$ cat config.mk
export PLATFORM = sky130hd
export DESIGN_NAME = cmx_select_regs
export DESIGN_NICKNAME = d
export VERILOG_FILES = /design/src/cmx_pkg.sv /design/src/cmx_decode_if.sv /design/src/cmx_field_decode.sv /design/src/cmx_select_regs.sv
export VERILOG_INCLUDE_DIRS = /design/src
export SDC_FILE = /design/constraint.sdc
export NUM_CORES = 1
export LEC_CHECK = 0
export ABC_CLOCK_PERIOD_IN_PS = 3700
export BUFFER_PORTS_ARGS = -buffer_cell sky130_fd_sc_hd__buf_4
export CAP_MARGIN = 20
export CORE_MARGIN = 1.5
export CORE_UTILIZATION = 35
export DETAILED_ROUTE_END_ITERATION = 10
export PLACE_DENSITY_LB_ADDON = 0.25
export SYNTH_ARGS = -nofsm -noshare
export SYNTH_HDL_FRONTEND = slang
export SYNTH_SLANG_ARGS = --single-unit
$ cat constraint.sdc
create_clock -name mclk -period 3.7 [get_ports mclk]
set_clock_uncertainty 0.1 [all_clocks]
set_input_delay 0.185 -clock mclk [delete_from_list [all_inputs] [get_ports mclk]]
set_output_delay 0.185 -clock mclk [all_outputs]
set_load 0.02 [all_outputs]
$ cat src/cmx_map.svh
// register offsets, field positions, reset values and select codes
`ifndef CMX_MAP_SVH
`define CMX_MAP_SVH
`define CMX_SFR_PAGE 4'h0
`define CMX_ADDR_CMP0 8'h9F
`define CMX_ADDR_CMP1 8'h9E
`define CMX_REG_RESET 8'hFF
`define CMX_NEG_MSB 7
`define CMX_NEG_LSB 4
`define CMX_POS_MSB 3
`define CMX_POS_LSB 0
`define CMX_CODE_COMPARE 4'hC
`define CMX_CODE_HALF_BAT 4'hD
`define CMX_CODE_E 4'hE
`define CMX_CODE_F 4'hF
`endif

$ cat src/cmx_pkg.sv
// types shared by the comparator input select block
package cmx_pkg;
	// one-hot analog switch controls for one multiplexer side
	typedef struct packed {
		logic [9:0] port_pin;
		logic compare;
		logic half_battery;
		logic digital_supply;
		logic ground;
		logic battery_supply;
		logic converter_supply;
	} cmx_mux_sel_t;
	typedef struct packed {
		logic [7:0] cmp0_sel_reg;
		logic [7:0] cmp1_sel_reg;
		logic [7:0] rdata_reg;
		cmx_mux_sel_t cmp0_pos_reg;
		cmx_mux_sel_t cmp0_neg_reg;
		cmx_mux_sel_t cmp1_pos_reg;
		cmx_mux_sel_t cmp1_neg_reg;
	} cmx_state_t;
endpackage : cmx_pkg

$ cat src/cmx_decode_if.sv
// carries one select field to a decoder and its switch controls back
`timescale 1ns/1ps
`default_nettype none
interface cmx_decode_if;
	import cmx_pkg::*;
	logic [3:0] code;
	cmx_mux_sel_t sel;
	modport requester (output code, input sel);
	modport decoder (input code, output sel);
endinterface : cmx_decode_if
`default_nettype wire

$ cat src/cmx_field_decode.sv
// decodes one 4-bit select field into one-hot analog switch controls
`timescale 1ns/1ps
`default_nettype none
`include "cmx_map.svh"
module cmx_field_decode import cmx_pkg::*; #(
	parameter bit POSITIVE = 1'b0,
	parameter bit CMP1 = 1'b0
) (
	cmx_decode_if.decoder dec
);
	always_comb begin
		dec.sel = '0;
		if (POSITIVE) begin
			// positive port pins use the even pins of each port
			case (dec.code)
				4'h0, 4'h1, 4'h2, 4'h3, 4'h6, 4'h7, 4'h8, 4'h9: begin
					dec.sel.port_pin[dec.code] = 1'b1;
				end
				`CMX_CODE_COMPARE: dec.sel.compare = 1'b1;
				`CMX_CODE_HALF_BAT: dec.sel.half_battery = 1'b1;
				`CMX_CODE_E: dec.sel.battery_supply = 1'b1;
				`CMX_CODE_F: begin
					if (CMP1) begin
						dec.sel.converter_supply = 1'b1;
					end else begin
						dec.sel.battery_supply = 1'b1;
					end
				end
				// reserved codes open every switch
				default: dec.sel = '0;
			endcase
		end else begin
			case (dec.code)
				4'h0, 4'h1, 4'h2, 4'h6, 4'h7, 4'h8, 4'h9: begin
					dec.sel.port_pin[dec.code] = 1'b1;
				end
				`CMX_CODE_COMPARE: dec.sel.compare = 1'b1;
				`CMX_CODE_HALF_BAT: dec.sel.half_battery = 1'b1;
				`CMX_CODE_E: dec.sel.digital_supply = 1'b1;
				`CMX_CODE_F: dec.sel.ground = 1'b1;
				default: dec.sel = '0;
			endcase
		end
	end
endmodule : cmx_field_decode
`default_nettype wire

$ cat src/cmx_select_regs.sv
// comparator input select registers and their multiplexer controls
// Operation
// - comparator0 select at 0x9F page 0, resets ones
// - comparator1 select at 0x9E page 0, resets ones
// - comparator0 bits 7:4 pick negative input
// - comparator0 bits 3:0 pick positive input
// - comparator1 negative decodes like comparator0 negative
// - comparator1 positive code 1111 picks converter supply
// - select codes drive the analog multiplexers
`timescale 1ns/1ps
`default_nettype none
`include "cmx_map.svh"
module cmx_select_regs import cmx_pkg::*; (
	input wire logic mclk,
	input wire logic reset,
	input wire logic [3:0] sfr_page,
	input wire logic [7:0] sfr_addr,
	input wire logic sfr_wr,
	input wire logic sfr_rd,
	input wire logic [7:0] sfr_wdata,
	output logic [7:0] sfr_rdata,
	output logic [7:0] comparator0_input_select,
	output logic [7:0] comparator1_input_select,
	output cmx_mux_sel_t cmp0_positive_select,
	output cmx_mux_sel_t cmp0_negative_select,
	output cmx_mux_sel_t cmp1_positive_select,
	output cmx_mux_sel_t cmp1_negative_select
);
	cmx_state_t st_reg;
	cmx_state_t st_next;
	logic hit0;
	logic hit1;
	logic [7:0] sel0_new;
	logic [7:0] sel1_new;
	cmx_decode_if d0p ();
	cmx_decode_if d0n ();
	cmx_decode_if d1p ();
	cmx_decode_if d1n ();

	cmx_field_decode #(.POSITIVE(1'b1), .CMP1(1'b0)) u_d0p (.dec(d0p));
	cmx_field_decode #(.POSITIVE(1'b0), .CMP1(1'b0)) u_d0n (.dec(d0n));
	cmx_field_decode #(.POSITIVE(1'b1), .CMP1(1'b1)) u_d1p (.dec(d1p));
	cmx_field_decode #(.POSITIVE(1'b0), .CMP1(1'b1)) u_d1n (.dec(d1n));

	assign hit0 = (sfr_page == `CMX_SFR_PAGE) && (sfr_addr == `CMX_ADDR_CMP0);
	assign hit1 = (sfr_page == `CMX_SFR_PAGE) && (sfr_addr == `CMX_ADDR_CMP1);

	// merge the write before decoding, so the switches move with the value
	// and the decode never loops back through st_next
	always_comb begin
		sel0_new = st_reg.cmp0_sel_reg;
		sel1_new = st_reg.cmp1_sel_reg;
		// reserved codes are stored untouched
		if (sfr_wr && hit0) begin
			sel0_new = sfr_wdata;
		end
		if (sfr_wr && hit1) begin
			sel1_new = sfr_wdata;
		end
		d0p.code = sel0_new[`CMX_POS_MSB:`CMX_POS_LSB];
		d0n.code = sel0_new[`CMX_NEG_MSB:`CMX_NEG_LSB];
		d1p.code = sel1_new[`CMX_POS_MSB:`CMX_POS_LSB];
		d1n.code = sel1_new[`CMX_NEG_MSB:`CMX_NEG_LSB];
	end

	always_comb begin
		st_next = st_reg;
		st_next.cmp0_sel_reg = sel0_new;
		st_next.cmp1_sel_reg = sel1_new;
		// unmapped reads return zero; read data stands one cycle
		if (sfr_rd && hit0) begin
			st_next.rdata_reg = st_reg.cmp0_sel_reg;
		end else if (sfr_rd && hit1) begin
			st_next.rdata_reg = st_reg.cmp1_sel_reg;
		end else begin
			st_next.rdata_reg = 8'h00;
		end
		st_next.cmp0_pos_reg = d0p.sel;
		st_next.cmp0_neg_reg = d0n.sel;
		st_next.cmp1_pos_reg = d1p.sel;
		st_next.cmp1_neg_reg = d1n.sel;
	end

	always_ff @(posedge mclk) begin
		if (reset) begin
			st_reg <= '0;
			st_reg.cmp0_sel_reg <= `CMX_REG_RESET;
			st_reg.cmp1_sel_reg <= `CMX_REG_RESET;
			st_reg.cmp0_pos_reg.battery_supply <= 1'b1;
			st_reg.cmp0_neg_reg.ground <= 1'b1;
			st_reg.cmp1_pos_reg.converter_supply <= 1'b1;
			st_reg.cmp1_neg_reg.ground <= 1'b1;
		end else begin
			st_reg <= st_next;
		end
	end

	assign sfr_rdata = st_reg.rdata_reg;
	assign comparator0_input_select = st_reg.cmp0_sel_reg;
	assign comparator1_input_select = st_reg.cmp1_sel_reg;
	assign cmp0_positive_select = st_reg.cmp0_pos_reg;
	assign cmp0_negative_select = st_reg.cmp0_neg_reg;
	assign cmp1_positive_select = st_reg.cmp1_pos_reg;
	assign cmp1_negative_select = st_reg.cmp1_neg_reg;
endmodule : cmx_select_regs
`default_nettype wire

==> impl_summary.md, run 1 <==
STA
The total count of hold-check failures in the final report is 0. Setup repair after global routing left no endpoint under its margin. The max-slew violation count is 0.

After layout, the worst setup slack is 2.022 ns. The shortest period the worst path allows is 1.678 ns. In this run the tightest slew margin relative to its limit is 0.5576. The number of endpoints failing setup at the final stage is 0. Hold timing on the final database bottoms out at a slack of 0.05110 ns. The final sum of negative setup slack is 0 ns. The maximum clock rate is 596.1 MHz. The worst-margin pin slew is 0.6620 ns. Dividing the final minimum period by the clock period gives 0.4534.

Die
The area of the die is 9735 um^2. The number of top-level pins is 112. In this run the core area contains 34 standard-cell rows. The horizontal die dimension is 98.67 um. The vertical extent of the die is 98.67 um. After floorplanning, the core was sized to cover 8806 um^2. The initial core utilization is 0.3637.

Setup path
The number of cells on the critical path is 5. The worst register-to-register path has a depth of 3. The cell family with the largest share of critical-path delay is simple AND/OR/NAND/NOR gates. The signal on the critical path passes through buf_4, and4bb_2, nand4_2, buf_4, mux2i_1. The buffer and inverter count on the worst path is 2.

The largest stage delay on the critical path is 0.54 ns. Data on the critical path is required at its endpoint by 3.82 ns. STA puts the critical path data arrival time at 1.79 ns. The worst setup path is launched from an input port. Counting stages on the worst path, the most repeated cell is sky130_fd_sc_hd__buf_4. The worst setup path is captured at a flop. The maximum fanout encountered on the critical timing path is 16. The reg2reg setup slack is 2.42 ns. By startpoint and endpoint, the worst setup path is classified as input port to flop. Among all stages on the critical path, the largest delay is contributed by sky130_fd_sc_hd__nand4_2.

Logic synthesis
By area the synthesized netlist is led by sky130_fd_sc_hd__dfxtp_1, sky130_fd_sc_hd__mux2i_1, sky130_fd_sc_hd__nor2_1, sky130_fd_sc_hd__nand2_1, sky130_fd_sc_hd__nand3_1. The number of different library cells in the post-synthesis netlist is 23. Of the synthesized area, sequential elements account for 0.4938. The largest area contributor in the netlist is sky130_fd_sc_hd__dfxtp_1. During synthesis, Yosys emitted a total of 0 warnings. The average instance in the mapped netlist occupies 10.17 um^2.

The combined area of all synthesized cells is 3203 um^2. The synthesized design contains 79 register bits. The share of synthesized area in the top cell type comes to 0.4938. Synthesis produced 315 cells.

Clock tree
For this design, the CTS-stage hold fixing added 0 buffers. In this run the number of H-tree levels came out at 3. The root buffer cell is sky130_fd_sc_hd__clkbuf_8. The maximum buffer depth of the clock tree is 2. The TritonCTS clock tree is built.

The count of instances resized after the clock tree is built is 0. The clock latency of the later-clocked register in the worst-skew pair is 0.34 ns. The clock net in this run drives a total of 79 sinks. The buffers inserted during post-CTS setup optimization is 0. The number of CTS-inserted buffers is 9.

The clock-pin slew reported for the worst setup and hold paths after clock tree synthesis is 0.08 ns.

Route
The total wirelength of the detailed-routed design is 7836 um. The number of optimization iterations in the first detailed-route pass is 9. The remaining routing DRC violations is 9. The number of DRC markers after the initial detailed-route iteration is 73. The average via count per standard cell is 4.931.

After detailed routing, the average wire length per cell comes to 14.65 um. The number of nets with antenna violations after detailed routing is 0. The routed layout has 2638 vias.

Run status
The checks that failed: design-rule violations. The run finished, with violations left.

Pwr
The final total power is 1.707 mW. IR analysis of the VDD net gives a maximum drop of 171.1 uV. The power per cell area is 404.8 nW/um^2. The static leakage is 1.936 nW.

Placed design
The count of buffers added on input and output ports is 102. The cell area after placement is 3979 um^2. The weighted congestion reported at the end of routability-driven placement is 0.8577. The half-perimeter wire length after placement is 5768 um. At the placement stage, the worst setup path has a slack of 1.653 ns.

Final layout
The final-stage net count is 446. The antenna diode count is 0. In the final layout, the share of cells above drive strength 1 is 0.2857. The finished cells cover 4218 um^2. From synthesis to final layout, the design area changed by 31.68%.

Global route
The maximum number of pins on one net before global-route repair is 46. The wire length of the first global-routing pass is 12610 um. The via count of the first global-routing pass is 2620. The number of antenna violations at the first check in global routing is 0. The total global routing track utilization is 0.1644. For this run the aggregate overflow at the end of global routing stands at 0.

Min path
The hold-critical path depth is 3. The worst hold-check path type is input port to flop.

Flow run
Max-cap violations in this run came to 0.
-- power breakdown --
group	switching (mW)	leakage [nW]	internal (mW)
Combinational	0.0527	1.18	0.0351
Clock	0.295	0.118	0.468
Sequential	0.00135	0.641	0.855
Total	0.349	1.94	1.36
-- layout make-up --
| class | count | area (um^2) |
|---|---|---|
| tap | 108 | 135.1 |
| multi-input combinational | 229 | 1489 |
| timing repair buffer | 103 | 773.2 |
| sequential | 79 | 1582 |
| clock buffer | 13 | 148.9 |
| fill | 861 | 4588 |
| clock inverter | 3 | 90.09 |
-- kinds of logic (layout without fill, tap and decap cells) --
logic type             after synthesis  after routing  synth area share
buffers and inverters               25            119           0.06250
other                                1             19          0.001171
AND/OR/NAND/NOR                    134            134            0.2094
AO/OA/AOI/OAI                        7              7           0.01758
flip-flops                          79             79            0.4938
multiplexers                        69             69            0.2156
-- worst paths after layout --
path / from / endpoint
setup / recovery: sfr_addr[6] / cmp1_positive_select[6]
hold / removal: sfr_wdata[3] / cmp1_positive_select[1]
setup reg to reg: comparator0_input_select[2] / cmp0_positive_select[8]
hold reg to reg: comparator0_input_select[0] / cmp0_positive_select[9]
-- Yosys cell counts --
master                      n
sky130_fd_sc_hd__dfxtp_1   79
sky130_fd_sc_hd__mux2i_1   69
sky130_fd_sc_hd__nor2_1    38
sky130_fd_sc_hd__nand2_1   35
sky130_fd_sc_hd__nand3_1   21
sky130_fd_sc_hd__nor2b_1   14
sky130_fd_sc_hd__buf_4      9
sky130_fd_sc_hd__buf_2      7
sky130_fd_sc_hd__nand4_1    7
sky130_fd_sc_hd__and3b_1    6
sky130_fd_sc_hd__nor3_1     6
sky130_fd_sc_hd__a41oi_1    5
sky130_fd_sc_hd__clkbuf_1   4
sky130_fd_sc_hd__buf_12     3
sky130_fd_sc_hd__a31oi_1    2
sky130_fd_sc_hd__and4bb_2   2
sky130_fd_sc_hd__buf_6      2
sky130_fd_sc_hd__and2_4     1
sky130_fd_sc_hd__and4_4     1
sky130_fd_sc_hd__conb_1     1
sky130_fd_sc_hd__nand4_2    1
sky130_fd_sc_hd__nor3b_1    1
sky130_fd_sc_hd__nor3b_2    1
-- state kept, by name (all words and copies together), names as in the netlist --
signal and cells:
comparator1_input_select 8, cmp0_negative_select 14, cmp1_positive_select 14, cmp0_positive_select 13, comparator0_input_select 8, sfr_rdata 8
cmp1_negative_select 14
-- through the flow --
stage | utilization | instances
2_1_floorplan | - | 333
3_3_place_gp | 0.4518 | 519
3_5_place_dp | 0.4518 | 519
4_1_cts | 0.4790 | 535
5_1_grt | 0.4790 | 535
6_report | 0.4790 | 535
-- worst min-delay path: cells and delay by family --
family        cells  cell delay, ns
simple gates      1            0.06
buf+inv           1            0.14
mux               1            0.06
-- cell usage in the layout (no fill, tap or decap), drive strengths merged, types with 3 or more instances in the layout --
master,instances
clkbuf,13
conb,19
bufinv,3
nand3,21
dfxtp,79
nand4,8
mux2i,69
nor2,38
and3b,6
nor2b,14
a41oi,5
buf,103
nand2,35
nor3,6
-- routing by layer --
| metal | wire length [um] | GRT usage | vias up |
|---|---|---|---|
| met1 | 3280 | 0.1904 | 1256 |
| li1 | - | - | 1281 |
| met5 | 0 | 0 | - |
| met4 | 118 | 0.05495 | 0 |
| met3 | 498 | 0.04752 | 10 |
| met2 | 3939 | 0.2911 | 91 |
Note: power is estimated with default switching activity, not from simulation.
==> inputs of run 2 (changes only) <==
--- a/config.mk
+++ b/config.mk
@@ -6,7 +6,8 @@
 export SDC_FILE = /design/constraint.sdc
 export NUM_CORES = 1
 export LEC_CHECK = 0
-export ABC_CLOCK_PERIOD_IN_PS = 3700
+export ABC_AREA = 1
+export ABC_CLOCK_PERIOD_IN_PS = 1740
 export BUFFER_PORTS_ARGS = -buffer_cell sky130_fd_sc_hd__buf_4
 export CAP_MARGIN = 20
 export CORE_MARGIN = 1.5
==> constraint.sdc (replaced) <==
create_clock -name mclk -period 1.74 [get_ports mclk]
set_clock_uncertainty 0.1 [all_clocks]
set_input_delay 0.087 -clock mclk [delete_from_list [all_inputs] [get_ports mclk]]
set_output_delay 0.087 -clock mclk [all_outputs]
set_load 0.02 [all_outputs]
==> impl_summary.md, run 2 <==
Logic synthesis
The area share of the largest cell type after synthesis is 0.5388 (+0.04504). The share of the yosys chip area belonging to registers came to 0.5388 (+0.04504). The per-instance average area after synthesis is 8.064 um^2 (-21%). The warning count from the yosys run is 0 (unchanged). The count of flip-flops with a built-in enable after synthesis is 0 (unchanged). Yosys attributes the largest share of cell area to sky130_fd_sc_hd__dfxtp_1, sky130_fd_sc_hd__nand2_1, sky130_fd_sc_hd__nor2_1, sky130_fd_sc_hd__inv_1, sky130_fd_sc_hd__nand3_1. The commonest cells after synthesis are sky130_fd_sc_hd__nand2_1, sky130_fd_sc_hd__dfxtp_1, sky130_fd_sc_hd__nor2_1. The flip-flop and latch count after synthesis is 79 (unchanged). The most repeated cell in the gate-level netlist after synthesis is sky130_fd_sc_hd__nand2_1.

The gate count of the mapped netlist is 364 (+16%). The largest total area in the synthesized netlist belongs to sky130_fd_sc_hd__dfxtp_1. The share of synthesized registers carrying an async set or reset came to 0 (unchanged). The combined area of all synthesized cells was 2935 um^2 (-8.4%). The number of different library cells in the post-synthesis netlist is 27 (+17%). The top flip-flop cell by instance count after synthesis is sky130_fd_sc_hd__dfxtp_1.

STA
The final sum of negative setup slack was 0 ns (unchanged). The max-slew violation count is 0 (unchanged). Counting I/O delays and the setup requirement, the final critical path takes 1.533 ns. The number of endpoints failing setup at the final stage was 0 (unchanged). Setup repair after global routing left no endpoint under its margin.

The total count of hold-check failures in the final report is 0 (unchanged). In the finished design, the share of the clock period the worst path needs comes to 0.8811. The maximum clock rate is 652.2 MHz. The worst slack on hold paths is 0.02117 ns (-0.02992 ns).

Placed design
The cell area after placement is 3819 um^2 (-4.0%). The half-perimeter wire length after placement came to 5138 um (-11%). The port buffer count is 102 (unchanged). The weighted congestion reported at the end of routability-driven placement is 0.8485 (-1.1%).

Final layout
The final-stage net count is 513 (+15%). The fraction of layout instances using a drive strength above 1 came to 0.2915 (+0.005784). Leaving out fill and tap cells, the most frequent cells in the layout are sky130_fd_sc_hd__buf_4, sky130_fd_sc_hd__nand2_1, sky130_fd_sc_hd__dfxtp_1, sky130_fd_sc_hd__nor2_1, sky130_fd_sc_hd__inv_1. The final design instance area without fill is 4099 um^2 (-2.8%).

The antenna diode count is 0 (unchanged). The final core utilization came to 0.5014 (+0.02241). The leading cell type in the layout, fill and taps excluded is sky130_fd_sc_hd__buf_4. The area growth from synthesis to layout is 39.64%.

Global route
The fraction of met2 tracks used by global routing is 0.2590 (-0.03214). The most heavily used metal layer in global routing is met2. The wire length of the first global-routing pass came to 11150 um (-12%).

The met1 track demand over resource is 0.2010 (+0.01060). The maximum number of pins on one net before global-route repair came to 22 (-52%). The via count of the first global-routing pass is 2436 (-7.0%). The global routing usage on met3 came to 0.04026 (-0.007260). The total global routing track utilization came to 0.1627 (-0.001706).

The number of antenna violations at the first check in global routing is 0 (unchanged). The sum of overflow across all layers after global routing is 0 (unchanged).

Route
The number of optimization iterations in the first detailed-route pass is 4 (-5). The total wirelength of the detailed-routed design is 6847 um (-13%). The number of nets with antenna violations after detailed routing is 0 (unchanged). The remaining routing DRC violations is 0 (-9). The wire length per cell after detailed routing was 11.43 um (-22%). The average via count per standard cell is 4.359 (-12%). The number of DRC markers after the initial detailed-route iteration is 100 (+37%). The routed via count is 2611 (-1.0%).

Setup path
STA classifies the critical path startpoint as an input port. STA classifies the critical path endpoint as a flop. The path depth of the worst reg2reg path is 5 (+2). The critical path data arrival time is 1.70 ns (-0.09 ns). The maximum fanout encountered on the critical timing path was 13 (-3). The reg2reg setup slack is 0.53 ns (-1.89 ns).

By startpoint and endpoint, the worst setup path is classified as input port to flop. In this run the critical register-to-register path is captured at cmp0_negative_select[8]. The launch instance of the worst register-to-register path is comparator0_input_select[5]. The required arrival time at the worst endpoint is 1.91 ns (-1.91 ns).

Clock tree
The clock-pin slew reported for the worst setup and hold paths after clock tree synthesis is 0.07 ns (about the same). The clock latency of the later-clocked register in the worst-skew pair is 0.34 ns (about the same). The maximum buffer depth of the clock tree is 2 (unchanged). The root buffer cell is sky130_fd_sc_hd__clkbuf_8. TritonCTS built the clock tree. The total clock sinks was 79 (unchanged). The number of H-tree levels was 3 (unchanged). The number of CTS-inserted buffers is 9 (unchanged). The buffers inserted during post-CTS setup optimization is 0 (unchanged).

Pwr
The worst voltage drop across the vdd grid is 298.3 uV (+74%). The static leakage is 2.089 nW (+7.9%). The power per cell area is 806.7 nW/um^2 (+99%). The final total power is 3.307 mW (+94%).

Die
The placement row count came to 33 (-2.9%). The initial core utilization is 0.3590 (-0.004695). The vertical extent of the die is 94.58 um (-4.1%).

The area of the die is 8945 um^2 (-8.1%). The horizontal die dimension is 94.58 um (-4.1%). The total core area was 8175 um^2 (-7.2%).

The number of top-level pins is 112 (unchanged).

Run status
The run finished with clean final reports.

Min path
The startpoint identified for the worst hold timing path is sfr_wdata[5]. The worst hold-check path type is input port to flop. The hold-critical path depth is 5 (+2). The sink of the worst hold path is comparator0_input_select[5].

Flow run
The number of max-cap violations was 0 (unchanged).
run 2: cell types whose count changed in the layout (fill, tap and decap cells not counted), sizes merged, moves of 4 or more:
| cell | before | now |
|---|---|---|
| a31oi | 2 | 7 |
| a41oi | 5 | 0 |
| and3b | 6 | 0 |
| buf | 103 | 109 |
| dlygate4sd3 | 0 | 9 |
| inv | 0 | 39 |
| mux2i | 69 | 0 |
| nand2 | 35 | 87 |
| nand4 | 8 | 12 |
| nor2 | 38 | 63 |
| nor2b | 14 | 0 |
| nor3 | 6 | 12 |
| o21ai | 0 | 19 |
run 2: worst max-delay path by stage:
stage,start,to,slack (ns)
after floorplan,sfr_page[1],cmp0_positive_select[12],0.41
after global placement,sfr_page[1],cmp0_negative_select[8],0.10
after detailed placement,sfr_page[1],cmp0_negative_select[7],0.08
after CTS,reset,cmp1_negative_select[8],0.24
after global routing,reset,cmp0_negative_select[8],0.05
final,reset,cmp1_negative_select[8],0.21
run 2: cell type report:
| cell class | count | area (um^2) |
|---|---|---|
| Fill cell | 828 | 4076 |
| Timing Repair Buffer | 118 | 933.4 |
| Inverter | 39 | 146.4 |
| Multi-Input combinational cell | 242 | 1116 |
| Tap cell | 105 | 131.4 |
| Clock inverter | 4 | 45.04 |
| Clock buffer | 12 | 145.1 |
| Sequential cell | 79 | 1582 |
run 2: worst max-delay path, cell delays in order:
cell and delay [ns]:
sky130_fd_sc_hd__dlygate4sd3_1 0.53, sky130_fd_sc_hd__buf_4 0.19, sky130_fd_sc_hd__inv_1 0.33, sky130_fd_sc_hd__buf_4 0.24, sky130_fd_sc_hd__nand3_1 0.09, sky130_fd_sc_hd__nand2_1 0.07, sky130_fd_sc_hd__nand2_1 0.05, sky130_fd_sc_hd__nor2_1 0.09
run 2: where the power goes:
| group | internal, mW | switching, mW |
|---|---|---|
| Combinational | 0.0726 | 0.0943 |
| Sequential | 1.82 | 0.00290 |
| Clock | 0.697 | 0.621 |
run 2: kinds of logic after synthesis:
kind of cell | synth area share
flip-flops | 0.5388
other | 0.001278
AND/OR/NAND/NOR | 0.2937
AO/OA/AOI/OAI | 0.06224
buffers and inverters | 0.1040
run 2: per-layer routing:
metal	vias up	routed length [um]	part of all wire
met1	1133	3075	0.45
met4	0	167	0.024
met5	-	0	0
li1	1366	-	-
met3	15	449	0.066
met2	97	3155	0.46
run 2: per-stage QoR:
stage	std cells	setup WS [ns]
6_report	599	0.2068
5_1_grt	599	0.05228
4_1_cts	599	0.2396
3_5_place_dp	574	0.07672
3_3_place_gp	574	0.1007
2_1_floorplan	382	0.4076
run 2: timing repair:
action	CTS	global route
hold buffers	9	0
resized for setup	0	0
endpoints found under the hold margin	27	0
